===== config.mk =====
export PLATFORM = sky130hd
export DESIGN_NAME = liu_alarm_strap_control
export DESIGN_NICKNAME = d
export VERILOG_FILES = /design/src/rtl/liu_pkg.sv /design/src/rtl/liu_alarm_strap_control.sv
export SDC_FILE = /design/constraint.sdc
export NUM_CORES = 1
export LEC_CHECK = 0
export BUFFER_PORTS_ARGS = -buffer_cell sky130_fd_sc_hd__buf_2
export CAP_MARGIN = 0
export CORE_UTILIZATION = 31
export DETAILED_ROUTE_END_ITERATION = 7
export PLACE_DENSITY = 0.56
export SLEW_MARGIN = 15
export SYNTH_ARGS = -nofsm -noshare
export SYNTH_HDL_FRONTEND = slang
export SYNTH_SLANG_ARGS = --single-unit

===== constraint.sdc =====
create_clock -name hclk -period 4.7 [get_ports hclk]
set_input_delay 0.705 -clock hclk [delete_from_list [all_inputs] [get_ports hclk]]
set_output_delay 0.705 -clock hclk [all_outputs]
set_load 0.05 [all_outputs]

===== src/rtl/liu_pkg.sv =====
/*
 * constants, field layouts and carrier types for the line interface
 * alarm and strap control block.
 * assumes a 40 MHz bus clock and byte addresses on an AHB-Lite bus.
 */
`default_nettype none

package liu_pkg;

   localparam int NUM_CH         = 8;
   localparam int ALARM_LIMIT    = 128;    // empty transmit cycles tolerated
   localparam int GAP_W          = 8;      // holds ALARM_LIMIT + 1
   localparam int CLK_MHZ        = 40;
   localparam int HW_RESET_US    = 10;
   localparam int HW_RESET_CYC   = HW_RESET_US * CLK_MHZ;
   localparam int HWRST_W        = 9;
   localparam int TX_DIV_DEFAULT = 26;     // bus clocks per transmit clock

   // register byte offsets
   localparam logic [7:0] REG_GLOBAL   = 8'h00;
   localparam logic [7:0] REG_RX_TERM  = 8'h04;
   localparam logic [7:0] REG_TX_TERM  = 8'h08;
   localparam logic [7:0] REG_ALARM    = 8'h0c;
   localparam logic [7:0] REG_IRQ_STAT = 8'h10;
   localparam logic [7:0] REG_IRQ_MASK = 8'h14;

   // global register fields
   localparam int GC_RX_OVR      = 0;
   localparam int GC_SINGLE_RAIL = 1;
   localparam int GC_GAUGE26     = 2;
   localparam int GC_IMP_LSB     = 3;
   localparam int GC_W           = 5;

   // reset values
   localparam logic [GC_W-1:0]     GLOBAL_RST = 5'h00;
   localparam logic [NUM_CH-1:0]   TERM_RST   = 8'h00;
   localparam logic [2*NUM_CH-1:0] IRQ_RST    = 16'h0000;

   typedef enum logic [1:0] {
      IMP_100 = 2'b00,
      IMP_110 = 2'b01,
      IMP_75  = 2'b10,
      IMP_120 = 2'b11
   } impedance_e;

   typedef struct packed {
      logic       rail_format_select;
      logic       rx_termination_strap;
      logic       tx_termination_strap;
      logic       impedance_code_msb;
      logic       impedance_code_lsb;
      logic       gauge_strap;
   } strap_s;

   typedef struct packed {
      logic              single_rail;
      logic              gauge26;
      impedance_e        impedance;
      logic [NUM_CH-1:0] rx_term_int;
      logic [NUM_CH-1:0] tx_term_int;
   } line_cfg_s;

endpackage

`default_nettype wire


===== src/rtl/liu_alarm_strap_control.sv =====
/*
 * per-channel driver alarm, hardware reset filter, strap decoding,
 * termination override and in-circuit tristate, with an AHB-Lite slave.
 * assumes straps, pulses and reset pin are synchronous to hclk; the
 * transmit clock is modelled as an enable divided from hclk.
 */
`timescale 1ns/100ps
`default_nettype none

//////////////////////////////////////////////////////////////////////////////
module liu_alarm_strap_control
   import liu_pkg::*;
#(
   parameter int TX_DIV = TX_DIV_DEFAULT
) (
   // clock and reset
   input  wire logic              hclk,
   input  wire logic              hresetn,
   // ahb-lite slave
   input  wire logic              hsel,
   input  wire logic [31:0]       haddr,
   input  wire logic [1:0]        htrans,
   input  wire logic              hwrite,
   input  wire logic [2:0]        hsize,
   input  wire logic [31:0]       hwdata,
   input  wire logic              hready,
   output logic [31:0]            hrdata,
   output logic                   hreadyout,
   output logic                   hresp,
   // line and board side
   input  wire logic [NUM_CH-1:0] tx_pulse,
   input  wire logic              host_mode,
   input  wire logic              hw_reset_n,
   input  wire logic              in_circuit_tristate_n,
   input  wire strap_s            straps,
   // alarm pins and configuration
   output logic [NUM_CH-1:0]      driver_monitor_alarm,
   output logic [NUM_CH-1:0]      alarm_oe,
   output logic                   irq,
   output logic                   irq_oe,
   output line_cfg_s              line_cfg
);

   localparam int DIV_W = $clog2(TX_DIV);

   logic [DIV_W-1:0]     div_q, div_d;
   logic                 tx_en;
   logic [HWRST_W-1:0]   hwrst_cnt_q, hwrst_cnt_d;
   logic                 soft_rst;
   logic [GAP_W-1:0]     gap_q [NUM_CH];
   logic [GAP_W-1:0]     gap_d [NUM_CH];
   logic [NUM_CH-1:0]    seen_q, seen_d, seen_now;
   logic [NUM_CH-1:0]    alarm_q, alarm_d;
   logic [NUM_CH-1:0]    oe_q, oe_d;
   logic                 irq_q, irq_d, irq_oe_q, irq_oe_d;
   logic [GC_W-1:0]      global_q, global_d;
   logic [NUM_CH-1:0]    rx_reg_q, rx_reg_d, tx_reg_q, tx_reg_d;
   logic [2*NUM_CH-1:0]  stat_q, stat_d, mask_q, mask_d, events;
   line_cfg_s            cfg_q, cfg_d;
   logic                 accept;
   logic                 wr_pend_q, wr_pend_d, rd_pend_q, rd_pend_d;
   logic [7:0]           addr_q, addr_d;
   logic [31:0]          rdata_q, rdata_d;
   logic                 ready_q, ready_d;
   logic                 rx_from_strap;

   //////////////////////////////////////////////////////////////////////////
   // next-state logic
   always_comb begin
      div_d       = div_q;
      hwrst_cnt_d = hwrst_cnt_q;
      seen_d      = seen_q;
      alarm_d     = alarm_q;
      global_d    = global_q;
      rx_reg_d    = rx_reg_q;
      tx_reg_d    = tx_reg_q;
      stat_d      = stat_q;
      mask_d      = mask_q;
      wr_pend_d   = 1'b0;
      rd_pend_d   = 1'b0;
      addr_d      = addr_q;
      rdata_d     = rdata_q;
      ready_d     = 1'b1;
      for (int i = 0; i < NUM_CH; i++) begin
         gap_d[i] = gap_q[i];
      end

      // transmit clock enable
      tx_en = (div_q == DIV_W'(TX_DIV - 1));
      div_d = tx_en ? '0 : div_q + 1'b1;
      // reset pin must stay low beyond the window, short glitches do nothing
      if (hw_reset_n) begin
         hwrst_cnt_d = '0;
      end else if (hwrst_cnt_q != HWRST_W'(HW_RESET_CYC)) begin
         hwrst_cnt_d = hwrst_cnt_q + 1'b1;
      end
      soft_rst = !hw_reset_n && (hwrst_cnt_q == HWRST_W'(HW_RESET_CYC));
      // per-channel pulse monitor; a pulse between enables is held until counted
      seen_now = seen_q | tx_pulse;
      for (int i = 0; i < NUM_CH; i++) begin
         if (tx_en) begin
            seen_d[i] = 1'b0;
            if (seen_now[i]) begin
               gap_d[i]   = '0;
               alarm_d[i] = 1'b0;
            end else if (gap_q[i] != GAP_W'(ALARM_LIMIT + 1)) begin
               gap_d[i] = gap_q[i] + 1'b1;
               if (gap_q[i] == GAP_W'(ALARM_LIMIT)) begin
                  alarm_d[i] = 1'b1;
               end
            end
         end else begin
            seen_d[i] = seen_now[i];
         end
      end
      events = {alarm_q & ~alarm_d, alarm_d & ~alarm_q};
      // ahb address phase
      accept = hsel && htrans[1] && hready;
      if (accept) begin
         addr_d    = haddr[7:0];
         wr_pend_d = hwrite;
         rd_pend_d = !hwrite;
         ready_d   = hwrite;
      end
      // write data phase; status clears by writing ones
      if (wr_pend_q) begin
         case (addr_q)
            REG_GLOBAL:   global_d = hwdata[GC_W-1:0];
            REG_RX_TERM:  rx_reg_d = hwdata[NUM_CH-1:0];
            REG_TX_TERM:  tx_reg_d = hwdata[NUM_CH-1:0];
            REG_IRQ_STAT: stat_d   = stat_q & ~hwdata[2*NUM_CH-1:0];
            REG_IRQ_MASK: mask_d   = hwdata[2*NUM_CH-1:0];
            default:      ;
         endcase
      end
      // new events win over a clear in the same cycle
      stat_d = stat_d | events;

      // read data one cycle after the address so a preceding write is seen
      if (rd_pend_q) begin
         case (addr_q)
            REG_GLOBAL:   rdata_d = {27'h0, global_q};
            REG_RX_TERM:  rdata_d = {24'h0, rx_reg_q};
            REG_TX_TERM:  rdata_d = {24'h0, tx_reg_q};
            REG_ALARM:    rdata_d = {24'h0, alarm_q};
            REG_IRQ_STAT: rdata_d = {16'h0, stat_q};
            REG_IRQ_MASK: rdata_d = {16'h0, mask_q};
            default:      rdata_d = 32'h0;
         endcase
      end

      if (soft_rst) begin
         global_d = GLOBAL_RST;
         rx_reg_d = TERM_RST;
         tx_reg_d = TERM_RST;
         stat_d   = IRQ_RST;
         mask_d   = IRQ_RST;
         seen_d   = '0;
         alarm_d  = '0;
         for (int i = 0; i < NUM_CH; i++) begin
            gap_d[i] = '0;
         end
      end

      irq_d    = |(stat_d & mask_d);
      oe_d     = {NUM_CH{in_circuit_tristate_n}};
      irq_oe_d = in_circuit_tristate_n;

      // effective line configuration
      rx_from_strap = !host_mode || global_q[GC_RX_OVR];
      if (!host_mode) begin
         cfg_d.single_rail = straps.rail_format_select;
         cfg_d.gauge26     = straps.gauge_strap;
         cfg_d.impedance   = impedance_e'({straps.impedance_code_msb,
                                           straps.impedance_code_lsb});
         cfg_d.tx_term_int = {NUM_CH{straps.tx_termination_strap}};
      end else begin
         cfg_d.single_rail = global_q[GC_SINGLE_RAIL];
         cfg_d.gauge26     = global_q[GC_GAUGE26];
         cfg_d.impedance   = impedance_e'(global_q[GC_IMP_LSB +: 2]);
         cfg_d.tx_term_int = tx_reg_q;
      end
      cfg_d.rx_term_int = rx_from_strap ? {NUM_CH{straps.rx_termination_strap}}
                                        : rx_reg_q;
   end

   //////////////////////////////////////////////////////////////////////////
   // registers
   always_ff @(posedge hclk or negedge hresetn) begin
      if (!hresetn) begin
         div_q       <= '0;
         hwrst_cnt_q <= '0;
         seen_q      <= '0;
         alarm_q     <= '0;
         oe_q        <= '0;
         irq_q       <= 1'b0;
         irq_oe_q    <= 1'b0;
         global_q    <= GLOBAL_RST;
         rx_reg_q    <= TERM_RST;
         tx_reg_q    <= TERM_RST;
         stat_q      <= IRQ_RST;
         mask_q      <= IRQ_RST;
         cfg_q       <= '0;
         wr_pend_q   <= 1'b0;
         rd_pend_q   <= 1'b0;
         addr_q      <= 8'h00;
         rdata_q     <= 32'h0;
         ready_q     <= 1'b1;
         for (int i = 0; i < NUM_CH; i++) begin
            gap_q[i] <= '0;
         end
      end else begin
         div_q       <= div_d;
         hwrst_cnt_q <= hwrst_cnt_d;
         seen_q      <= seen_d;
         alarm_q     <= alarm_d;
         oe_q        <= oe_d;
         irq_q       <= irq_d;
         irq_oe_q    <= irq_oe_d;
         global_q    <= global_d;
         rx_reg_q    <= rx_reg_d;
         tx_reg_q    <= tx_reg_d;
         stat_q      <= stat_d;
         mask_q      <= mask_d;
         cfg_q       <= cfg_d;
         wr_pend_q   <= wr_pend_d;
         rd_pend_q   <= rd_pend_d;
         addr_q      <= addr_d;
         rdata_q     <= rdata_d;
         ready_q     <= ready_d;
         for (int i = 0; i < NUM_CH; i++) begin
            gap_q[i] <= gap_d[i];
         end
      end
   end

   assign driver_monitor_alarm = alarm_q;
   assign alarm_oe             = oe_q;
   assign irq                  = irq_q;
   assign irq_oe               = irq_oe_q;
   assign line_cfg             = cfg_q;
   assign hrdata               = rdata_q;
   assign hreadyout            = ready_q;
   assign hresp                = 1'b0;

   //////////////////////////////////////////////////////////////////////////
   // checks
   property p_alarm_raise;
      @(posedge hclk) disable iff (!hresetn)
      (tx_en && !seen_now[0] && !soft_rst && gap_q[0] == GAP_W'(ALARM_LIMIT)) |=> alarm_q[0];
   endproperty
   a_alarm_raise: assert property (p_alarm_raise) else $error("alarm not raised after limit");

   property p_alarm_not_early;
      @(posedge hclk) disable iff (!hresetn)
      $rose(alarm_q[0]) |-> $past(gap_q[0]) == GAP_W'(ALARM_LIMIT);
   endproperty
   a_alarm_not_early: assert property (p_alarm_not_early) else $error("alarm raised early");

   property p_alarm_drop;
      @(posedge hclk) disable iff (!hresetn)
      (tx_en && seen_now[0]) |=> !alarm_q[0] && gap_q[0] == '0;
   endproperty
   a_alarm_drop: assert property (p_alarm_drop) else $error("alarm held after pulse");

   property p_alarm_hold;
      @(posedge hclk) disable iff (!hresetn)
      (alarm_q[0] && !seen_now[0] && !soft_rst) |=> alarm_q[0];
   endproperty
   a_alarm_hold: assert property (p_alarm_hold) else $error("alarm dropped without pulse");

   property p_soft_reset;
      @(posedge hclk) disable iff (!hresetn)
      (!hw_reset_n && hwrst_cnt_q == HWRST_W'(HW_RESET_CYC)) |=>
         global_q == GLOBAL_RST && mask_q == IRQ_RST && alarm_q == '0;
   endproperty
   a_soft_reset: assert property (p_soft_reset) else $error("long reset did not reload");

   property p_format;
      @(posedge hclk) disable iff (!hresetn)
      !host_mode |=> cfg_q.single_rail == $past(straps.rail_format_select);
   endproperty
   a_format: assert property (p_format) else $error("format strap not applied");

   property p_rx_term;
      @(posedge hclk) disable iff (!hresetn)
      (!host_mode || global_q[GC_RX_OVR]) |=>
         cfg_q.rx_term_int == {NUM_CH{$past(straps.rx_termination_strap)}};
   endproperty
   a_rx_term: assert property (p_rx_term) else $error("rx termination not from strap");

   property p_tx_term;
      @(posedge hclk) disable iff (!hresetn)
      !host_mode |=> cfg_q.tx_term_int == {NUM_CH{$past(straps.tx_termination_strap)}};
   endproperty
   a_tx_term: assert property (p_tx_term) else $error("tx termination not from strap");

   property p_impedance;
      @(posedge hclk) disable iff (!hresetn)
      (!host_mode && straps.impedance_code_msb && !straps.impedance_code_lsb) |=>
         cfg_q.impedance == IMP_75;
   endproperty
   a_impedance: assert property (p_impedance) else $error("impedance decode wrong");

   property p_gauge;
      @(posedge hclk) disable iff (!hresetn)
      !host_mode |=> cfg_q.gauge26 == $past(straps.gauge_strap);
   endproperty
   a_gauge: assert property (p_gauge) else $error("gauge strap not applied");

   property p_tristate;
      @(posedge hclk) disable iff (!hresetn)
      !in_circuit_tristate_n |=> alarm_oe == '0 && !irq_oe;
   endproperty
   a_tristate: assert property (p_tristate) else $error("outputs driven in test");

   property p_host_regs;
      @(posedge hclk) disable iff (!hresetn)
      (host_mode && !global_q[GC_RX_OVR]) |=>
         cfg_q.rx_term_int == $past(rx_reg_q) && cfg_q.tx_term_int == $past(tx_reg_q);
   endproperty
   a_host_regs: assert property (p_host_regs) else $error("host mode ignored registers");

endmodule

`default_nettype wire


==> results.yml, run 1 <==
outcome:
  status: "completed"
cts:
  ctsLongestPathBuffers: 2
  tritoncts: "built"
  ctsResizeCount: 0
  cts_hold_buf: 0
  post-cts-setup-buffer-count: 0
  clk_latency_ps: 430
  cts_num_sinks: 196
  root_buffer: "clkbuf_16"
  cts.clk_slew.worst_paths_ps: 70
  htreeDepth: 4
  cts_buffers: 17
critical_path:
  required_ps: 5010
  r2r_setup_slack_ps: 1720
  crit_chain: "inv_1 > ha_1 > nand4bb_1 > or3_1 > buf_4 > nand2_1 > o41ai_2 > or2_1 > o21ai_0"
  critPathLaunchType: "register"
  crit_start: "hwrst_cnt_q[0]"
  crit_path_top_delay_cell: "o41ai_2"
  cp-end-kind: "register"
  cpPeakStageDelay_ps: 590
  critical_path.top_delay_family: "simple AND/OR/NAND/NOR gates"
  path_buf_inv: 2
  r2r-start: "hwrst_cnt_q[0]"
  crit_path_max_fanout: 30
  arrival_ps: 3280
  crit_type: "reg2reg"
pwr:
  netSwitchingFraction: 0.2617
  p_leak_nw: 5.226
  p_per_area_nw_per_um2: 332.3
  power_frac_clock: 0.414
  p_total_mw: 3.747
  p_int_mw: 2.766
  pwr-share-comb: 0.104
  seq_power_share: 0.483
  ir_drop_mv: 0.1719
  p_switching_uw: 980.4
timing:
  fin_skew_ps: 14.13
  final.setup.worst_slack_ps: 1722
  fin_crit_ps: 2978
  rsz0062_at_grt: "no"
  fmax_mhz: 335.8
  period_share: 0.6337
  finalHoldViolations: 0
  max_slew_margin: 0.3231
  maxSlewViolCount: 0
  setup_violations: 0
  worstMarginPinSlew_ps: 1007
  whs_ps: 253.9
  setup_tns_ps: 0
finish:
  areaGrowthSynthToFinish_pct: 14.45
  design_area_um2: 11270
  drive_above_1_share: 0.1653
  final_cell_mix: "dfrtp_1 (195), nor2_1 (104), buf_2 (100)"
  nets: 1202
  final_common_cell: "dfrtp_1"
detailed_routing:
  wl_per_cell_um: 16.58
  first_iter_violations: 659
  routed_wl_um: 24740
  ant_nets: 0
  dr.pass1.iters: 7
  viasPerCell: 5.113
  vias: 7628
  drc: 0
yosys:
  ys.flop_type: "dfrtp_1"
  avgSynthCellArea_um2: 9.841
  ys_seq_area_frac: 0.4980
  yosysTopAreaCell: "dfrtp_1"
  synthesis.instances: 1001
  yosysTopAreaCellShare: 0.4954
  synth.distinct_cells: 67
  synth-async-reset-ratio: 1.000
  syn-cell-area_um2: 9851
  synth.yosys.warnings: 0
  synth_edf_count: 0
  ys_ff_latch: 196
  yosys-top-cells-area: "dfrtp_1 (50%), nor2_1 (4.0%), ha_1 (3.6%)"
placement:
  gp_congestion: 0.7946
  dp_slack_ps: 1607
  dpl_cell_area_um2: 10650
  port_buffers: 101
  post-dp-hpwl_um: 17430
floorplan:
  fp.dieW_um: 180.3
  num_io_pins: 163
  rows: 64
  dieArea_um2: 32490
  die_y_um: 180.3
  start_util: 0.3187
  coreArea_um2: 30910
global_routing:
  grt_overflow_total: 0
  antenna_found_initial: 3
  grt_pass1_vias: 7340
  grt_usage: 0.1560
  grt_pass1_wl_um: 40350
  grt_max_degree: 126
worst_hold_path:
  hold_path.class: "in2async"
run:
  drv_cap: 0
## registers in the layout (all words and copies together), names as in the netlist, 8 cells and up
signal	flops
addr_q	8
driver_monitor_alarm	8
gap_q	64
hrdata	16
hwrst_cnt_q	9
line_cfg	20
mask_q	16
rx_reg_q	8
seen_q	8
stat_q	16
tx_reg_q	8
## metrics by stage
step	cells	utilization
floorplan	1017	-
global placement	1460	0.3446
detailed placement	1460	0.3446
CTS	1491	0.3647
global route	1491	0.3647
finish	1492	0.3648
## cell type report
type | count | area [um2]
Inverter | 43 | 161.4
Fill cell | 3117 | 19640
Timing Repair Buffer | 114 | 624.3
Clock buffer | 19 | 442.9
Clock inverter | 12 | 177.7
Sequential cell | 196 | 4906
Multi-Input combinational cell | 711 | 4464
Tap cell | 396 | 495.5
Antenna cell | 1 | 2.502
## worst register-to-register path, stage by stage, from the launching register on
cell       delay [ps]
dfrtp_1           460
inv_1              70
ha_1              190
nand4bb_1         170
or3_1             360
buf_4             400
nand2_1           210
o41ai_2           590
or2_1             270
o21ai_0           120
## cell usage after synthesis, drive strengths merged (3+ instances only)
| cell type | count |
|---|---|
| a22oi | 7 |
| a221o | 4 |
| clkbuf | 18 |
| a31oi | 5 |
| a32o | 4 |
| dfrtp | 195 |
| nand3 | 46 |
| nor4 | 9 |
| nand4 | 45 |
| nor2 | 104 |
| a41o | 3 |
| a221oi | 7 |
| mux2i | 17 |
| a32oi | 3 |
| nand4b | 4 |
| xor2 | 29 |
| nand3b | 11 |
| nor3 | 12 |
| nor4b | 5 |
| a21oi | 45 |
| a21o | 4 |
| ha | 28 |
| and2 | 13 |
| and4 | 3 |
| o31ai | 14 |
| or4 | 4 |
| buf | 49 |
| or3 | 5 |
| nor2b | 10 |
| o22ai | 16 |
| nand2b | 19 |
| a22o | 13 |
| mux2 | 15 |
| xnor2 | 7 |
| and3 | 21 |
| nand2 | 86 |
| inv | 43 |
| or2 | 5 |
| a211oi | 3 |
| o21ai | 52 |
## path summary, 6_finish.rpt
check                       endpoint  cells after the start
min                         gap_q[4]                      1
min reg2reg                 div_q[0]                      1
max reg2reg                gap_q[18]                      9
min in group hclk             irq_oe                      1
max in group asynchronous  mask_q[4]                      2
max                        gap_q[18]                      9
## kinds of logic after synthesis
| family | after synthesis | share of synthesized area |
|---|---|---|
| compound gates | 187 | 0.1250 |
| xor+xnor | 36 | 0.03201 |
| fa+ha+maj | 28 | 0.03556 |
| buf+inv | 110 | 0.05601 |
| flops | 196 | 0.4980 |
| mux | 32 | 0.03442 |
| other cells | 1 | 0.0003807 |
| simple gates | 411 | 0.2186 |
## power groups by stage
stage / clock network (mW) / logic (mW) / registers [mW]
CTS: 1.59 / 0.393 / 1.81
global placement: 0 / 0.389 / 1.84
finish: 1.55 / 0.389 / 1.81
floorplan: 0 / 0.224 / 1.88
detailed placement: 0 / 0.392 / 1.84
global route: 1.66 / 0.422 / 1.82
## routing by layer
metal,up-vias,part of all wire,routed length [um],global-route usage
met3,23,0.053,1308,0.03557
li1,3685,-,-,-
met2,194,0.47,11530,0.2465
met5,-,0.0011,27,0
met1,3722,0.47,11570,0.2132
met4,4,0.012,303,0.04376
No activity file was read; power rests on OpenSTA's default activity.
==> inputs of run 2 (changes only) <==
==> constraint.sdc (replaced) <==
create_clock -name hclk -period 3 [get_ports hclk]
set_input_delay 0.45 -clock hclk [delete_from_list [all_inputs] [get_ports hclk]]
set_output_delay 0.45 -clock hclk [all_outputs]
set_load 0.05 [all_outputs]
==> results.yml, run 2 (synthesis results as in run 1) <==
critical_path:
  required_ps: 3330
  critPathLaunchType: "register"
  cp-end-kind: "register"
  r2r_setup_slack_ps: 390
  crit_start: "hwrst_cnt_q[0]"
  r2r_cells: 8
  crit_type: "reg2reg"
  arrival_ps: 2940
  r2r-start: "hwrst_cnt_q[0]"
  worstReg2RegEnd: "gap_q[21]"
  crit_path_max_fanout: 11
timing:
  period_share: 0.8694
  worstMarginPinSlew_ps: 718.3
  maxSlewViolCount: 0
  fin_crit_ps: 2608
  setup_violations: 0
  finalHoldViolations: 1
  fin_skew_ps: 13.40
  max_slew_margin: 0.5208
  setup_tns_ps: 0
  rsz0062_at_grt: "no"
  fmax_mhz: 383.4
  whs_ps: -6.688
cts:
  tritoncts: "built"
  ctsLongestPathBuffers: 2
  ctsResizeCount: 0
  cts_hold_buf: 0
  cts.clk_slew.worst_paths_ps: 70
  clk_latency_ps: 450
  root_buffer: "clkbuf_16"
  cts_buffers: 17
  cts_num_sinks: 196
  post-cts-setup-buffer-count: 0
  htreeDepth: 4
global_routing:
  grt_max_degree: 69
  grt_overflow_total: 0
  grt_pass1_vias: 7406
  antenna_found_initial: 4
  grt_usage: 0.1597
  grt_pass1_wl_um: 41390
finish:
  nets: 1221
  top_register: "gap_q"
  largest_reg_flops: 64
  fin_util: 0.3683
  final_common_cell: "dfrtp_1"
  drive_above_1_share: 0.1803
  final_cell_mix: "dfrtp_1 (195), nor2_1 (104), buf_2 (100)"
  areaGrowthSynthToFinish_pct: 15.57
pwr:
  p_switching_mw: 1.634
  p_leak_nw: 5.291
  p_per_area_nw_per_um2: 498.1
  seq_power_share: 0.500
  power_frac_clock: 0.391
  p_int_mw: 4.036
  ir_drop_mv: 0.2925
  netSwitchingFraction: 0.2882
  pwr-share-comb: 0.109
floorplan:
  rows: 64
  fp.dieW_um: 180.3
  die_y_um: 180.3
  num_io_pins: 163
  start_util: 0.3187
  dieArea_um2: 32490
  coreArea_um2: 30910
placement:
  gp_congestion: 0.8183
  port_buffers: 101
  post-dp-hpwl_um: 18320
detailed_routing:
  wl_per_cell_um: 16.62
  dr.pass1.iters: 7
  viasPerCell: 5.100
  vias: 7716
  ant_nets: 0
  drc: 0
  routed_wl_um: 25150
  first_iter_violations: 596
outcome:
  status: "complete, but fails checks"
  violations: "negative hold slack"
worst_hold_path:
  hold_path.class: "in2async"
run:
  drv_cap: 0
[run 2: metrics by stage]
step	std cells	area [um2]	setup WS (ps)	total power [mW]
6_report	1513	11380	391.9	5.670
5_1_grt	1511	11380	117.9	5.899
4_1_cts	1511	11380	326.1	5.728
3_5_place_dp	1479	10820	337.3	3.507
3_3_place_gp	1479	10820	406.8	3.499
2_1_floorplan	1017	9911	935.8	3.298
[run 2: area by class of cell]
class / count / area (um2)
diodes: 2 / 5.005
multi-input cells: 711 / 4464
well taps: 396 / 495.5
repair buffers: 133 / 792.0
fillers: 3156 / 19530
clock inverters: 13 / 117.6
flip-flops and latches: 196 / 4906
inverters: 43 / 161.4
clock buffers: 19 / 442.9
[run 2: critical path: stages, from the launching register on]
cell and delay (ps):
dfrtp_1 440, inv_1 70, ha_1 200, nand4bb_1 180, or3_1 430, nand2_1 250, o41ai_2 550, or2_1 270
o21ai_0 110
[run 2: worst max path at each step]
stage,to,slack (ps),cells after the start
after global routing,gap_q[18],120,8
final,gap_q[21],390,8
after global placement,gap_q[18],410,8
after floorplan,gap_q[45],940,9
after CTS,gap_q[21],330,8
after detailed placement,gap_q[21],340,8
[run 2: power groups by stage]
stage          Sequential, mW  Combinational, mW  Clock [mW]
2_1_floorplan            2.95              0.351           0
3_3_place_gp             2.88              0.618           0
3_5_place_dp             2.88              0.622           0
4_1_cts                  2.83              0.623        2.27
5_1_grt                  2.85              0.667        2.39
6_report                 2.83              0.620        2.22
[run 2: routing by layer]
layer / track usage / up-vias / share of wire
met1: 0.2180 / 3768 / 0.47
li1: - / 3735 / -
met4: 0.05265 / 4 / 0.018
met5: 0 / - / 0.0010
met2: 0.2496 / 176 / 0.46
met3: 0.03597 / 33 / 0.045
==> inputs of run 3 (changes only) <==
==> constraint.sdc (replaced) <==
create_clock -name hclk -period 2.7 [get_ports hclk]
set_input_delay 0.405 -clock hclk [delete_from_list [all_inputs] [get_ports hclk]]
set_output_delay 0.405 -clock hclk [all_outputs]
set_load 0.05 [all_outputs]
==> results.yml, run 3 (synthesis results as in run 1) <==
global_routing:
  grt_usage: 0.1578
  grt_max_degree: 71
  antenna_found_initial: 4
  grt_pass1_wl_um: 40860
  grt_overflow_total: 0
  grt_pass1_vias: 7523
finish:
  drive_above_1_share: 0.1883
  final_cell_mix: "dfrtp_1 (195), nor2_1 (104), buf_2 (100)"
  top_register: "gap_q"
  nets: 1232
  final_common_cell: "dfrtp_1"
  ff_latch_area_um2: 4906
  areaGrowthSynthToFinish_pct: 16.49
  fillers: 3145
  largest_reg_flops: 64
  multi_input_area_um2: 4464
cts:
  root_buffer: "clkbuf_16"
  htreeDepth: 4
  cts_buffers: 17
  ctsLongestPathBuffers: 2
  ctsResizeCount: 0
  cts.clk_slew.worst_paths_ps: 70
  post-cts-setup-buffer-count: 0
  cts_hold_buf: 1
  clk_latency_ps: 440
  cts_num_sinks: 196
  tritoncts: "built"
floorplan:
  num_io_pins: 163
  rows: 64
  start_util: 0.3187
  fp.dieW_um: 180.3
  dieArea_um2: 32490
  die_y_um: 180.3
  coreArea_um2: 30910
detailed_routing:
  drc: 0
  viasPerCell: 5.050
  routed_wl_um: 25090
  first_iter_violations: 467
  vias: 7696
  ant_nets: 0
  wl_per_cell_um: 16.47
  dr.pass1.iters: 7
critical_path:
  arrival_ps: 2700
  crit_start: "addr_q[3]"
  crit_type: "reg2reg"
  cp-end-kind: "register"
  critPathLaunchType: "register"
  required_ps: 3020
  crit_path_max_fanout: 9
  r2r-start: "addr_q[3]"
placement:
  dp_slack_ps: 302.6
  post-dp-hpwl_um: 18590
  gp_congestion: 0.8159
  port_buffers: 101
outcome:
  status: "completed"
timing:
  rsz0062_at_grt: "no"
  period_share: 0.8831
  final.setup.worst_slack_ps: 315.5
  fin_crit_ps: 2384
  setup_violations: 0
  setup_tns_ps: 0
  worstMarginPinSlew_ps: 699.9
  finalHoldViolations: 0
  fmax_mhz: 419.4
  fin_skew_ps: 9.892
  max_slew_margin: 0.5334
  maxSlewViolCount: 0
pwr:
  ir_drop_mv: 0.3177
  p_leak_nw: 5.355
  p_per_area_nw_per_um2: 551.0
worst_hold_path:
  holdCritStartpoint: "in_circuit_tristate_n"
  hold_path.class: "in2reg"
run:
  drv_cap: 0
run 3: cell types whose count changed in the layout (fill, tap and decap cells not counted):
cell / change
buf_4: +10
clkbuf_1: -1
clkbuf_8: +1
clkinv_2: +1
clkinvlp_4: -1
dlygate4sd3_1: +1
inv_6: +1
inv_8: -1
run 3: area by class of cell:
| class | count | area share |
|---|---|---|
| clock buffer | 19 | 0.03947 |
| multi-input combinational | 711 | 0.3891 |
| inverter | 43 | 0.01407 |
| timing repair buffer | 144 | 0.07644 |
| antenna | 2 | 0.0004362 |
| sequential | 196 | 0.4275 |
| tap | 396 | 0.04318 |
| clock inverter | 13 | 0.009814 |
run 3: power by group:
group / total, mW / switching, mW / internal [mW]
clock network: 2.47 / 1.21 / 1.26
registers: 3.14 / 0.0976 / 3.05
logic: 0.711 / 0.497 / 0.214
total: 6.32 / 1.80 / 4.52
run 3: per-stage QoR:
| step | power, mW | cells | utilization | instance area [um2] | hold slack, ps |
|---|---|---|---|---|---|
| global route | 6.564 | 1522 | 0.3711 | 11470 | 59.20 |
| detailed placement | 3.914 | 1489 | 0.3525 | 10890 | 452.4 |
| finish | 6.322 | 1524 | 0.3712 | 11470 | 73.17 |
| floorplan | 3.665 | 1017 | - | 9911 | 109.4 |
| CTS | 6.377 | 1522 | 0.3711 | 11470 | 54.70 |
| global placement | 3.903 | 1489 | 0.3525 | 10890 | 455.3 |
run 3: layer usage:
layer	GRT usage	part of all wire
met3	0.03193	0.044
met2	0.2526	0.47
met4	0.04342	0.011
met5	0	0.00092
met1	0.2161	0.48
run 3: worst paths after layout:
| path | to | slack [ps] | cells past startpoint |
|---|---|---|---|
| setup / recovery | irq | 320 | 7 |
| hold / removal | irq_oe | 70 | 1 |
| setup reg to reg | irq | 320 | 7 |
| hold reg to reg | gap_q[23] | 490 | 1 |
| max in group asynchronous | line_cfg[19] | 1480 | 3 |
| min in group asynchronous | hrdata[6] | 530 | 2 |
run 3: critical path, stage by stage (launching register included):
cell       delay, ps
dfrtp_1          410
buf_4            180
nand3b_1         450
nor3_4           400
a311oi_1         160
nor2b_1          160
a2111oi_0        360
nand4_1          140
